**config.mk**
```make
export PLATFORM = sky130hd
export DESIGN_NAME = rsf_rail_status_regs
export DESIGN_NICKNAME = d
export VERILOG_FILES = /design/src/include/rsf_pkg.sv /design/src/hdl/rsf_rail_status_regs.sv /design/src/hdl/rsf_sticky_byte.sv
export SDC_FILE = /design/constraint.sdc
export NUM_CORES = 1
export LEC_CHECK = 0
export BUFFER_PORTS_ARGS = -buffer_cell sky130_fd_sc_hd__clkbuf_2
export CAP_MARGIN = 40
export CORE_ASPECT_RATIO = 1.75
export CORE_MARGIN = 3
export CORE_UTILIZATION = 36
export CTS_BUF_LIST = sky130_fd_sc_hd__clkbuf_4 sky130_fd_sc_hd__clkbuf_8 sky130_fd_sc_hd__clkbuf_16
export DETAILED_ROUTE_END_ITERATION = 12
export SLEW_MARGIN = 20
export SYNTH_ARGS = -nofsm -noshare
export SYNTH_HDL_FRONTEND = slang
export SYNTH_SLANG_ARGS = --single-unit
```
**constraint.sdc**
```tcl
create_clock -name clk -period 1 [get_ports clk]
set_input_delay 0 -clock clk [delete_from_list [all_inputs] [get_ports clk]]
set_output_delay 0 -clock clk [all_outputs]
set_load 0.05 [all_outputs]
```
**src/include/rsf_pkg.sv**
```systemverilog
// package: offsets, field positions and reset values of the rail status bank
`default_nettype none
package rsf_pkg;
  localparam logic [7:0] RSF_ADDR_GOOD_B = 8'hb1;
  localparam logic [7:0] RSF_ADDR_FAULT_A = 8'hb2;
  localparam logic [7:0] RSF_ADDR_FAULT_B = 8'hb3;
  localparam logic [7:0] RSF_ADDR_HOT = 8'hb5;
  localparam logic [7:0] RSF_RESET_VAL = 8'h00;
  // power good b fields
  localparam int RSF_GB_FIVE_VOLT = 5;
  localparam int RSF_GB_AUX_ONE = 4;
  localparam int RSF_GB_TERM = 3;
  localparam int RSF_GB_AUX_THREE = 0;
  // fault a fields; step-down regs one..six sit on bits 0..5
  localparam int RSF_FA_AUX_TWO = 7;
  localparam int RSF_FA_STEP_LSB = 0;
  localparam int RSF_FA_STEP_NUM = 6;
  // fault b fields
  localparam int RSF_FB_AUX_ONE = 4;
  localparam int RSF_FB_TERM = 3;
  localparam int RSF_FB_AUX_THREE = 0;
  // thermal fields
  localparam int RSF_HOT_DIE = 4;
  localparam int RSF_HOT_TERM = 3;
  localparam int RSF_HOT_TOP_RIGHT = 2;
  localparam int RSF_HOT_TOP_LEFT = 1;
  localparam int RSF_HOT_BOT_RIGHT = 0;
  localparam int RSF_HOT_NUM = 5;
  // implemented-bit masks
  localparam logic [7:0] RSF_MASK_FAULT_A = 8'hbf;
  localparam logic [7:0] RSF_MASK_FAULT_B = 8'h19;
  localparam logic [7:0] RSF_MASK_HOT = 8'h1f;
  localparam logic [7:0] RSF_MASK_GOOD_B = 8'h39;
endpackage
`default_nettype wire

```
**src/hdl/rsf_rail_status_regs.sv**
```systemverilog
// rail power-good, power-fault and thermal status register bank
`timescale 1ns/10ps
`default_nettype none
// Functional notes
// - power good b is read only with five-volt on 5, aux one on 4, termination on 3, aux three on 0.
// - each power-good bit reads 1 while its rail is in regulation and 0 otherwise.
// - fault a sets bit 7 for aux two and bits 5..0 for step-down six..one losing regulation.
// - fault b sets bit 4 for aux one, bit 3 for termination and bit 0 for aux three.
// - writing 1 to a fault bit clears it and writing 0 leaves it unchanged.
// - the thermal register collects five sensors, each flagging when above the hot threshold.
// - thermal bits are die 4, termination 3, top-right 2, top-left 1, bottom-right 0.
// - writing 1 to a thermal bit clears it and a 0 means no hot condition seen.
// - the registers decode at b1, b2, b3 and b5, each eight bits wide.
// - all status bits, reserved ones too, read 0 after reset.
// - a fault causes shutdown only when its mask bit is 0.
module rsf_rail_status_regs
  import rsf_pkg::*;
(
  input wire logic clk,
  input wire logic srst,
  // register access port from the serial protocol engine
  input wire logic [7:0] reg_addr,
  input wire logic reg_wr,
  input wire logic reg_rd,
  input wire logic [7:0] reg_wdata,
  output logic [7:0] reg_rdata,
  output logic reg_hit,
  // analog comparators, asynchronous to clk
  input wire logic five_volt_linear_good,
  input wire logic aux_linear_one_good,
  input wire logic termination_reg_good,
  input wire logic aux_linear_three_good,
  input wire logic aux_linear_two_fault,
  input wire logic [5:0] step_down_fault,
  input wire logic aux_linear_one_fault,
  input wire logic termination_reg_fault,
  input wire logic aux_linear_three_fault,
  input wire logic [4:0] sensor_hot,
  // fault masks held in the mask registers elsewhere
  input wire logic [7:0] fault_mask_a,
  input wire logic [7:0] fault_mask_b,
  output logic shutdown_req
);
  // ----------------------------------------------------------------
  // input synchronisers
  // ----------------------------------------------------------------
  // each comparator and sensor level owns one bit of the synchroniser
  // vector; the indices keep the packing below and the unpacking in step
  localparam int SYNC_W = 19;
  localparam int IX_GOOD_FIVE = 0;
  localparam int IX_GOOD_AUX_ONE = 1;
  localparam int IX_GOOD_TERM = 2;
  localparam int IX_GOOD_AUX_THREE = 3;
  localparam int IX_STEP_LSB = 4;
  localparam int IX_FAULT_AUX_TWO = 10;
  localparam int IX_FAULT_AUX_ONE = 11;
  localparam int IX_FAULT_TERM = 12;
  localparam int IX_FAULT_AUX_THREE = 13;
  localparam int IX_HOT_LSB = 14;

  logic [SYNC_W-1:0] raw_in;
  logic [SYNC_W-1:0] sync_a_reg;
  logic [SYNC_W-1:0] sync_b_reg;
  assign raw_in = {sensor_hot, aux_linear_three_fault, termination_reg_fault,
                   aux_linear_one_fault, aux_linear_two_fault, step_down_fault,
                   aux_linear_three_good, termination_reg_good, aux_linear_one_good,
                   five_volt_linear_good};

  // the first stage may go metastable, so nothing but the second stage reads
  // it; the price is three cycles between a pin change and its flag
  always_ff @(posedge clk) begin
    if (srst) begin
      sync_a_reg <= {SYNC_W{1'b0}};
      sync_b_reg <= {SYNC_W{1'b0}};
    end else begin
      sync_a_reg <= raw_in;
      sync_b_reg <= sync_a_reg;
    end
  end

  // ----------------------------------------------------------------
  // field mapping
  // ----------------------------------------------------------------
  logic [7:0] good_b_live;
  logic [7:0] fault_a_set;
  logic [7:0] fault_b_set;
  logic [7:0] hot_set;
  logic [RSF_FA_STEP_NUM-1:0] step_s;
  logic [RSF_HOT_NUM-1:0] hot_s;
  assign step_s = sync_b_reg[IX_STEP_LSB +: RSF_FA_STEP_NUM];
  assign hot_s = sync_b_reg[IX_HOT_LSB +: RSF_HOT_NUM];

  // reserved positions stay 0; good bits track the live level
  always_comb begin
    good_b_live = 8'h00;
    good_b_live[RSF_GB_FIVE_VOLT] = sync_b_reg[IX_GOOD_FIVE];
    good_b_live[RSF_GB_AUX_ONE] = sync_b_reg[IX_GOOD_AUX_ONE];
    good_b_live[RSF_GB_TERM] = sync_b_reg[IX_GOOD_TERM];
    good_b_live[RSF_GB_AUX_THREE] = sync_b_reg[IX_GOOD_AUX_THREE];
  end

  // the set vectors are live levels; the sticky bytes turn them into flags
  always_comb begin
    fault_a_set = 8'h00;
    fault_a_set[RSF_FA_STEP_LSB +: RSF_FA_STEP_NUM] = step_s;
    fault_a_set[RSF_FA_AUX_TWO] = sync_b_reg[IX_FAULT_AUX_TWO];
  end

  always_comb begin
    fault_b_set = 8'h00;
    fault_b_set[RSF_FB_AUX_ONE] = sync_b_reg[IX_FAULT_AUX_ONE];
    fault_b_set[RSF_FB_TERM] = sync_b_reg[IX_FAULT_TERM];
    fault_b_set[RSF_FB_AUX_THREE] = sync_b_reg[IX_FAULT_AUX_THREE];
  end

  // sensor_hot[4]=die, [3]=termination, [2]=top-right, [1]=top-left, [0]=bottom-right
  always_comb begin
    hot_set = 8'h00;
    hot_set[RSF_HOT_DIE] = hot_s[4];
    hot_set[RSF_HOT_TERM] = hot_s[3];
    hot_set[RSF_HOT_TOP_RIGHT] = hot_s[2];
    hot_set[RSF_HOT_TOP_LEFT] = hot_s[1];
    hot_set[RSF_HOT_BOT_RIGHT] = hot_s[0];
  end

  // ----------------------------------------------------------------
  // address decode
  // ----------------------------------------------------------------
  wire sel_good_b = (reg_addr == RSF_ADDR_GOOD_B);
  wire sel_fault_a = (reg_addr == RSF_ADDR_FAULT_A);
  wire sel_fault_b = (reg_addr == RSF_ADDR_FAULT_B);
  wire sel_hot = (reg_addr == RSF_ADDR_HOT);
  wire sel_any = sel_good_b | sel_fault_a | sel_fault_b | sel_hot;
  // a write to the read-only power-good byte still hits but changes nothing
  wire clr_fault_a = reg_wr & sel_fault_a;
  wire clr_fault_b = reg_wr & sel_fault_b;
  wire clr_hot = reg_wr & sel_hot;

  // ----------------------------------------------------------------
  // status registers
  // ----------------------------------------------------------------
  logic [7:0] good_b_reg;
  logic [7:0] fault_a_q;
  logic [7:0] fault_b_q;
  logic [7:0] hot_q;

  // power good is a plain copy of the live level, never sticky, so a rail
  // that drops out reads 0 from the next sample on
  always_ff @(posedge clk) begin
    if (srst) begin
      good_b_reg <= RSF_RESET_VAL;
    end else begin
      good_b_reg <= good_b_live & RSF_MASK_GOOD_B;
    end
  end

  rsf_sticky_byte #(.IMPL_MASK(RSF_MASK_FAULT_A)) u_fault_a (
    .clk(clk),
    .srst(srst),
    .set_in(fault_a_set),
    .clr_en(clr_fault_a),
    .clr_data(reg_wdata),
    .flags(fault_a_q)
  );
  rsf_sticky_byte #(.IMPL_MASK(RSF_MASK_FAULT_B)) u_fault_b (
    .clk(clk),
    .srst(srst),
    .set_in(fault_b_set),
    .clr_en(clr_fault_b),
    .clr_data(reg_wdata),
    .flags(fault_b_q)
  );
  rsf_sticky_byte #(.IMPL_MASK(RSF_MASK_HOT)) u_hot (
    .clk(clk),
    .srst(srst),
    .set_in(hot_set),
    .clr_en(clr_hot),
    .clr_data(reg_wdata),
    .flags(hot_q)
  );

  // ----------------------------------------------------------------
  // read port and shutdown
  // ----------------------------------------------------------------
  // no more than one select is high for any address, so the read path is a plain or
  // of gated bytes and an unmapped address falls out as 0
  function automatic logic [7:0] gate_byte(input logic sel, input logic [7:0] value);
    return sel ? value : 8'h00;
  endfunction

  // a rail asks for shutdown only while it is live and its mask bit is 0
  function automatic logic any_unmasked(input logic [7:0] live, input logic [7:0] mask);
    return |(live & ~mask);
  endfunction

  logic [7:0] rdata_mux;
  assign rdata_mux = gate_byte(sel_good_b, good_b_reg) | gate_byte(sel_fault_a, fault_a_q) |
                     gate_byte(sel_fault_b, fault_b_q) | gate_byte(sel_hot, hot_q);

  // live synchronised levels, not sticky flags: a masked rail is still
  // flagged in its register but never trips
  logic trip_a;
  logic trip_b;
  assign trip_a = any_unmasked(fault_a_set, fault_mask_a);
  assign trip_b = any_unmasked(fault_b_set, fault_mask_b);
  wire trip = trip_a | trip_b;

  // read data drops back to 0 between reads so a stale byte never looks like an answer
  logic [7:0] rdata_reg;
  logic hit_reg;
  logic shutdown_reg;
  always_ff @(posedge clk) begin
    if (srst) begin
      rdata_reg <= 8'h00;
      hit_reg <= 1'b0;
      shutdown_reg <= 1'b0;
    end else begin
      rdata_reg <= reg_rd ? rdata_mux : 8'h00;
      hit_reg <= (reg_rd | reg_wr) & sel_any;
      shutdown_reg <= trip;
    end
  end
  assign reg_rdata = rdata_reg;
  assign reg_hit = hit_reg;
  assign shutdown_req = shutdown_reg;
endmodule // rsf_rail_status_regs
`default_nettype wire

```
**src/hdl/rsf_sticky_byte.sv**
```systemverilog
// one byte of sticky write-one-to-clear flags
`timescale 1ns/10ps
`default_nettype none
module rsf_sticky_byte
  import rsf_pkg::*;
#(
  parameter logic [7:0] IMPL_MASK = 8'hff
) (
  input wire logic clk,
  input wire logic srst,
  input wire logic [7:0] set_in,
  input wire logic clr_en,
  input wire logic [7:0] clr_data,
  output logic [7:0] flags
);
  logic [7:0] flags_reg;
  logic [7:0] flags_next;
  // set wins over a clear in the same cycle, so an event is never lost
  assign flags_next = ((flags_reg & ~(clr_en ? clr_data : 8'h00)) | set_in) & IMPL_MASK;
  assign flags = flags_reg;

  always_ff @(posedge clk) begin
    if (srst) begin
      flags_reg <= RSF_RESET_VAL;
    end else begin
      flags_reg <= flags_next;
    end
  end
endmodule // rsf_sticky_byte
`default_nettype wire

```
[Word level (Yosys, flattened, before mapping)]
Cells that the tools add are included.
Widths: inputs -> output; s select.
Word-level totals
  register bits: 72
  bits in latches: 0
  RAM bits: 0
  bits in read-only memories: 0
  bits of input ports: 55
  output and inout bits: 10
  memories kept: 0
Cells by class
  add/subtract/negate cells: 0
  multiply operators: 0
  divide/modulo/power cells: 0
  magnitude comparators: 0
  equal/unequal tests: 4
  shifts and indexed selects: 0
  muxes and demuxes: 7
  bitwise logic cells: 26
  reduce and logical (&&, ||, !) cells: 3
Operator list (number)
  $eq 8x8->1 const B: 4
  $or 8x8->8: 4
  $mux 8: 3
  $not 8->8: 3
  $mux 5: 4
  $and 8x8->8: 2
  $reduce_or 8->1: 2
  $and 5x5->5: 2
  $not 5->5: 2
  $or 5x5->5: 2
  $and 5x8->8: 1
  $or 1x1->1: 5
  $and 1x1->1: 4
  $reduce_or 2->1: 1
  $not 1->1: 1

[Longest topological paths before layout]
Gate-level depths: netlist of run 1.
  depth in word-level cells: 6
  gate-level depth with buffers: 4
  mapped depth without buffers: 3

[Modules after synthesis]
A second synthesis of run 1 with hierarchy kept.
Second synthesis, totals
  cell total of the unflattened synthesis: 251
  area total of the unflattened synthesis: 2491.1 um^2
Modules (own cells, without submodules)
  rsf_rail_status_regs: times used 1, cells an instance 179, area an instance 1868.0 um^2
  rsf_sticky_byte (u_fault_a): times used 1, cells an instance 30, area an instance 265.3 um^2
  rsf_sticky_byte (u_hot): times used 1, cells an instance 24, area an instance 207.7 um^2
  rsf_sticky_byte (u_fault_b): times used 1, cells an instance 18, area an instance 150.1 um^2

[Least setup slack after synthesis of run 1]
No wires, ideal clock.
  path kind: register to register
  start: reg sync_b_reg[4]
  end: reg shutdown_reg (netlist: shutdown_req)
  setup time: 0.135 ns
  arrival: 0.879 ns
  data required time: 0.865 ns
  setup slack: -0.014 ns
  stages on the path, launching flop included: 4
  buffers on the path: 0
  period minus slack after synthesis: 1.014 ns
  cell sequence: dfxtp_1 -> nor2b_1 -> a2111oi_0 -> a31oi_1
On the way
  longest elaborated chain between the ends: 3
RTL lines
  start: declaration: line rsf_rail_status_regs.sv:63  | logic [SYNC_W-1:0] sync_b_reg;
  start signal: assignment: line rsf_rail_status_regs.sv:74  | sync_b_reg <= {SYNC_W{1'b0}};
  start signal: assignment: line rsf_rail_status_regs.sv:77  | sync_b_reg <= sync_a_reg;
  $and 8x8->8: line rsf_rail_status_regs.sv:193  | return |(live & ~mask);
  $reduce_or 8->1: line rsf_rail_status_regs.sv:193
  $or 1x1->1: line rsf_rail_status_regs.sv:206  | wire trip = trip_a | trip_b;
  end signal: assignment: line rsf_rail_status_regs.sv:220  | shutdown_reg <= trip;
  end: declaration: line rsf_rail_status_regs.sv:211  | logic shutdown_reg;
Every way passes these cells.
A chain may end at the register's enable or synchronous reset.

[Final worst setup path of run 1]
  start: reg sync_b_reg[9]
  end: reg shutdown_reg (netlist: shutdown_req)
The elaborated chain is that of the path after synthesis.

==> impl_metrics.yaml, run 1 <==
critical_path:
  reg2reg_from: "sync_b_reg[9]"
  crit_path_cell_trace: "nor2b_4 -> a2111oi_4 -> a31oi_1"
  reg2reg_to: "shutdown_req"
  critical_path_fanouts_max: 2
  critical-path-max-stage-delay_ps: 320
  setup.worst_path.end_class: "flip-flop"
  cp.required_ps: 1210
  worstSetupStartpointType: "flip-flop"
  worstSetupEndpoint: "shutdown_req"
  crit_arrival_ps: 1200
  critPathKind: "reg2reg"
  setup.reg_to_reg.worst_slack_ps: 10
  crit_path_top_delay_cell: "sky130_fd_sc_hd__dfxtp_2"
  reg2reg_depth: 3
  worstSetupStartpoint: "sync_b_reg[9]"
finish:
  areaGrowthSynthToFinish_pct: 42.2
  design.final.nets: 378
  final_cell_area_mm2: 0.00335
  diodes: 0
  drive_above_1_share_pct: 34.8
  number_of_fill_cells: 607
clocking:
  cts_made_buffers: 9
  clock_tree.buffer_depth: 2
  number_of_levels_in_the_clock_h_tree: 3
  cts_tree: "done"
  cts-root-buf: "sky130_fd_sc_hd__clkbuf_8"
  cts.reportedPaths.clkPinSlew_ps: 60
  clk_latency_ps: 330
  clk_sinks: 66
  cts_hold_repair.buffers: 27
synth:
  postSynth.asyncResetShare_pct: 0
  synth_area_mm2: 0.00236
  synth_fp_nets: 279
  ys.flop_type: "sky130_fd_sc_hd__dfxtp_1"
  synthesis.yosys.warnings: 0
  synth.avg_cell_area_um2: 10.5
  synth-seq-cells: 66
  yosysSeqAreaShare_pct: 56.1
  syn_inst: 224
  synth-edff-count: 0
  synth.lib_cells_used.distinct: 31
sta:
  final.setup.tns_ps: 0
  fmax_mhz: 1010
  layout_worst_path_cycle_share_pct: 98.9
  rsz0062_at_grt: "true"
  holdWs_ps: -17.0
  final_count_of_negative_setup_slack_endpoints: 0
  report.final.hold_viol_count: 1
  final-max-slew-violation-count: 0
  timing.clock.skew_ps: 2.58
  fin_crit_ps: 989
power_and_ir_drop:
  share_clk_of_total_power_pct: 36.9
  share_seq_of_total_power_pct: 53.1
  ir_drop_v: 0.000659
  leakagePower_nw: 1.43
  cell_internal_pwr_mw: 4.09
  power.switching_mw: 1.16
  p_sw_share_pct: 22.1
  cellPowerDensity_mw_per_mm2: 1570
  comb_power_share_pct: 10.0
drt:
  num_vias: 1835
  detail_route.iter0.violations: 81
  post_drt_wl_per_cell_um: 11.9
  finalWirelength_um: 4850
  vias_per_cell: 4.50
  drtPass1Iterations: 4
  detail_route.drc_violations: 0
  detail-route-antenna-nets: 0
die:
  die_h_um: 113
  dieArea_mm2: 0.00759
  initial_core_util_pct: 37.5
  ioPinCount: 65
  core.rowCount: 38
  design.core.area_mm2: 0.00628
  die_w_um: 67.2
flow_run:
  drv_cap: 0
placement:
  port_buf_inserts: 56
  dpl-instance-area_mm2: 0.00282
  place_congestion: 0.763
  dp.final_hpwl_um: 3400
global_route:
  grt_usage_pct: 14.0
  grt_pass1_wl_um: 7650
  grt_max_degree: 31
  grt_remaining_overflow: 0
  grt_antenna_before_repair: 0
  grt_pass1_vias: 1739
status:
  failed_checks: "negative hold slack"
  status: "finished with violations"
worst_hold_path:
  worst_hold_path_type: "in2reg"
critical path: cells and delay by family, from the launching register on:
family / cells / cell delay [ps]
simple gates: 1 / 120
compound gates: 2 / 420
flops: 1 / 320
kinds of logic (layout without fill, tap and decap cells):
group / count (synthesis) / in the layout / synth area share, %
and+or+nand+nor: 108 / 108 / 30.7
DFF: 66 / 66 / 56.1
AOI/OAI and AO/OA: 32 / 32 / 9.82
buffers and inverters: 17 / 121 / 3.24
other: 1 / 1 / 0.159
metrics by stage:
step / hold slack (ps) / cells / power, mW / setup slack (ps) / utilization [%]
2_1_floorplan: 128 / 224 / 3.07 / -9.69 / -
3_3_place_gp: 214 / 365 / 3.26 / -275 / 45.0
3_5_place_dp: 213 / 365 / 3.27 / -211 / 45.0
4_1_cts: -39.6 / 408 / 5.33 / -7.39 / 53.0
5_1_grt: -13.4 / 408 / 5.51 / -54.5 / 53.4
6_report: -17.0 / 408 / 5.25 / 10.6 / 53.4
worst min-delay path by stage:
stage                     startpoint             to  cells past startpoint  slack (ps)
3_5_place_dp      step_down_fault[4]  sync_a_reg[8]                      2         210
6_report                 reg_addr[3]        reg_hit                      3         -20
2_1_floorplan  five_volt_linear_good  sync_a_reg[0]                      1         130
4_1_cts                  reg_addr[3]        reg_hit                      3         -40
3_3_place_gp    termination_reg_good  sync_a_reg[2]                      2         210
5_1_grt                  reg_addr[3]        reg_hit                      3         -10
synth_stat cells, types with 2 or more instances:
cell | number | area share, %
sky130_fd_sc_hd__a2111oi_0 | 2 | 0.74
sky130_fd_sc_hd__a211oi_1 | 9 | 2.9
sky130_fd_sc_hd__a21o_1 | 3 | 0.96
sky130_fd_sc_hd__a21oi_1 | 4 | 0.85
sky130_fd_sc_hd__a22oi_1 | 3 | 0.96
sky130_fd_sc_hd__a311oi_1 | 5 | 1.9
sky130_fd_sc_hd__and3b_1 | 4 | 1.5
sky130_fd_sc_hd__and3b_2 | 4 | 1.7
sky130_fd_sc_hd__and4b_1 | 2 | 0.85
sky130_fd_sc_hd__clkbuf_1 | 10 | 1.6
sky130_fd_sc_hd__dfxtp_1 | 66 | 56
sky130_fd_sc_hd__inv_1 | 4 | 0.64
sky130_fd_sc_hd__nand2_1 | 2 | 0.32
sky130_fd_sc_hd__nand3b_1 | 6 | 1.9
sky130_fd_sc_hd__nor2_1 | 20 | 3.2
sky130_fd_sc_hd__nor2b_1 | 55 | 15
sky130_fd_sc_hd__nor3b_2 | 8 | 4.2
sky130_fd_sc_hd__nor4b_1 | 2 | 0.74
sky130_fd_sc_hd__o21ai_0 | 3 | 0.64
placed cells by master (no fill, tap or decap), drive strengths merged, types with 2 or more instances in the layout:
cell / instances
nand3b: 6
clkinv: 3
a21o: 3
nor2: 20
dlygate4sd3: 26
o21ai: 3
nor3b: 8
buf: 20
nor4b: 2
clkbuf: 67
nor2b: 55
a311oi: 5
a2111oi: 2
inv: 4
and4b: 2
nand2: 2
and3b: 8
dfxtp: 66
a21oi: 4
a22oi: 3
a211oi: 9
power groups by stage:
stage,Sequential (mW),Combinational (mW),Clock [mW]
finish,2.79,0.525,1.93
global route,2.80,0.581,2.13
CTS,2.79,0.526,2.01
detailed placement,2.84,0.425,0
global placement,2.84,0.420,0
floorplan,2.85,0.222,0
routing by layer:
layer  part of all wire (%)  wire (um)  global-route usage [%]
met3                    4.4        215                    3.97
met1                     38       1850                    13.7
met4                    3.1        150                    9.35
met5                      0          0                       0
met2                     54       2640                    24.4
cell type report:
class                      instances  area (um2)  area share, %
multi-input combinational        141        1030           30.6
tap                               80         100           2.99
sequential                        66        1330           39.6
inverter                           4        15.0          0.448
timing repair buffer             101         707           21.1
clock buffer                      13         160           4.78
clock inverter                     3        15.0          0.448
what timing repair did:
action                                  in CTS  in global routing
cloned                                       0                  1
endpoints found under the setup margin       1                 17
hold endpoints to repair                    24                  1
buffers inserted                             1                  0
pin swaps                                    3                  5
resized for setup                           12                 11
Note: power is estimated with default switching activity, not from simulation.
==> run 2, diff against run 1 <==
--- a/config.mk
+++ b/config.mk
@@ -12,6 +12,7 @@
 export CORE_UTILIZATION = 36
 export CTS_BUF_LIST = sky130_fd_sc_hd__clkbuf_4 sky130_fd_sc_hd__clkbuf_8 sky130_fd_sc_hd__clkbuf_16
 export DETAILED_ROUTE_END_ITERATION = 12
+export GPL_TIMING_DRIVEN = 0
 export SLEW_MARGIN = 20
 export SYNTH_ARGS = -nofsm -noshare
 export SYNTH_HDL_FRONTEND = slang
==> constraint.sdc (replaced) <==
create_clock -name clk -period 1.2 [get_ports clk]
set_input_delay 0 -clock clk [delete_from_list [all_inputs] [get_ports clk]]
set_output_delay 0 -clock clk [all_outputs]
set_load 0.05 [all_outputs]
==> run 2 against run 1 <==
  * The flow still finishes with violations (negative hold slack)
  * Non-clock buffer count decreased by 7
  * Clock-buffer cell count increased by 1
  * Total power decreased by 10%
  * Wire length increased by 2.3%
  * Clock skew increased by 3.1 ps
  * First-iteration DRC count decreased by 33%
  * Critical path depth unchanged
  * Sequential power decreased by 17%
  * Worst setup slack improved by 76 ps
  * Cell count decreased by 2.0%
  * Critical path type unchanged
  * Highest routed layer unchanged
==> impl_metrics.yaml, run 2 (synthesized netlist as in run 1, its figures left out) <==
finish:
  areaGrowthSynthToFinish_pct: 37.6
  diodes: 0
  drive_above_1_share_pct: 28.7
  design.final.nets: 371
  most_common_cell_after_layout_fill_and_taps_aside: "sky130_fd_sc_hd__dfxtp_1"
  layout_common_cells: "sky130_fd_sc_hd__dfxtp_1, sky130_fd_sc_hd__clkbuf_2, sky130_fd_sc_hd__nor2b_1"
  final-instance-count-excl-fill: 400
clocking:
  cts_made_buffers: 9
  number_of_levels_in_the_clock_h_tree: 3
  cts-root-buf: "sky130_fd_sc_hd__clkbuf_8"
  cts.reportedPaths.clkPinSlew_ps: 60
  cts_tree: "done"
  clock_tree.buffer_depth: 2
  clk_latency_ps: 330
  clk_sinks: 66
critical_path:
  crit_buf_inv: 0
  critical_path_fanouts_max: 3
  crit_path_top_delay_cell: "sky130_fd_sc_hd__a2111oi_2"
  reg2reg_to: "shutdown_req"
  reg2reg_from: "sync_b_reg[4]"
  crit_path_cell_trace: "nor2b_1 -> a2111oi_2 -> a31oi_1"
  worstSetupStartpoint: "sync_b_reg[4]"
  worstSetupStartpointType: "flip-flop"
  critPathTopFamily: "compound AO/OA/AOI/OAI gates"
  crit_arrival_ps: 1310
  reg2reg_depth: 3
  critPathKind: "reg2reg"
  critical-path-max-stage-delay_ps: 360
  critical_path_cell_count: 3
  setup.worst_path.end_class: "flip-flop"
  worstSetupEndpoint: "shutdown_req"
  setup.reg_to_reg.worst_slack_ps: 90
  cp.required_ps: 1390
placement:
  port_buf_inserts: 56
  dp_cells: 360
  pre_cts_ws_ps: -161
  place_congestion: 0.749
  dp.final_hpwl_um: 3700
power_and_ir_drop:
  cellPowerDensity_mw_per_mm2: 1450
  total_power_mw: 4.71
  ir_drop_v: 0.000629
  leakagePower_nw: 1.35
global_route:
  grt_usage_pct: 15.0
  grt_max_degree: 11
  grt_remaining_overflow: 0
  grt_pass1_wl_um: 8290
  grt_antenna_before_repair: 0
  grt_pass1_vias: 1824
drt:
  drtPass1Iterations: 4
  detail_route.drc_violations: 0
  detail_route.iter0.violations: 54
  post_drt_wl_per_cell_um: 12.4
  wl_met1_um: 1830
  detail-route-antenna-nets: 0
  wl_met3_um: 260
  vias_per_cell: 4.47
  num_vias: 1789
  top_layer: "met4"
  finalWirelength_um: 4960
  met2_length_um: 2710
sta:
  worst-slew-pin-transition_ps: 533
  rsz0062_at_grt: "false"
  timing.clock.skew_ps: 5.70
  holdWs_ps: -0.0802
  final_count_of_negative_setup_slack_endpoints: 0
  final-max-slew-violation-count: 0
  fin_crit_ps: 1110
  timing.max_slew.rel_slack_pct: 64.5
  layout_worst_path_cycle_share_pct: 92.8
  report.final.hold_viol_count: 1
  worst_slack_ps: 86.7
  fmax_mhz: 898
worst_hold_path:
  worstHoldStart: "reg_rd"
  worst_hold_path_type: "in2reg"
die:
  core.rowCount: 38
  die_w_um: 67.2
  die_h_um: 113
  design.core.area_mm2: 0.00628
  dieArea_mm2: 0.00759
  ioPinCount: 65
  initial_core_util_pct: 37.5
flow_run:
  drv_cap: 0
status:
  failed_checks: "negative hold slack"
  status: "finished with violations"
run 2: how the worst min path moves through the flow:
| stage | end | slack (ps) | depth (start not counted) |
|---|---|---|---|
| global route | u_fault_a.flags[1] | 30 | 3 |
| CTS | u_hot.flags[1] | 4 | 3 |
| global placement | sync_a_reg[1] | 210 | 2 |
| finish | reg_hit | -0.08 | 3 |
| floorplan | sync_a_reg[0] | 130 | 1 |
| detailed placement | sync_a_reg[11] | 210 | 2 |
run 2: where the power goes:
group	internal, mW	leakage, nW	total [mW]	switching, mW
combinational	0.220	0.692	0.398	0.178
sequential	2.29	0.543	2.32	0.0395
clock	1.23	0.115	1.99	0.758
total	3.74	1.35	4.71	0.976
run 2: stage by stage:
stage	TNS, ps	hold WS (ps)	area, um2	util [%]
2_1_floorplan	0	128	2360	-
3_3_place_gp	-193	211	2740	43.6
3_5_place_dp	-178	212	2740	43.6
4_1_cts	0	4.33	3220	51.3
5_1_grt	0	30.4	3240	51.7
6_report	0	-0.0802	3240	51.7
run 2: repair_timing:
action | CTS | global route
cloned | 0 | 0
pin swaps | 0 | 3
setup endpoints to repair | 1 | 2
resized for setup | 4 | 4
buffers inserted | 0 | 1
hold endpoints to repair | 22 | 0
hold buffers | 25 | 0
run 2: area by class of cell:
cell class              instances  area, um2
repair buffers                 81        528
flip-flops and latches         66       1320
clock buffers                  14        193
inverters                       4       15.0
multi-input cells             141        992
fillers                       617       3030
plain buffers                  13       61.3
well taps                      80        100
clock inverters                 1       30.0
run 2: layer usage:
metal  vias up  track usage [%]
met5         -                0
met4         0             7.59
met3        13             4.77
met2        53             26.6
met1       780             14.9
li1        943                -
run 2: tightest hold or removal path: stages:
cell and delay (ps):
sky130_fd_sc_hd__clkbuf_2 90, sky130_fd_sc_hd__nor2_1 130, sky130_fd_sc_hd__nor4b_2 60
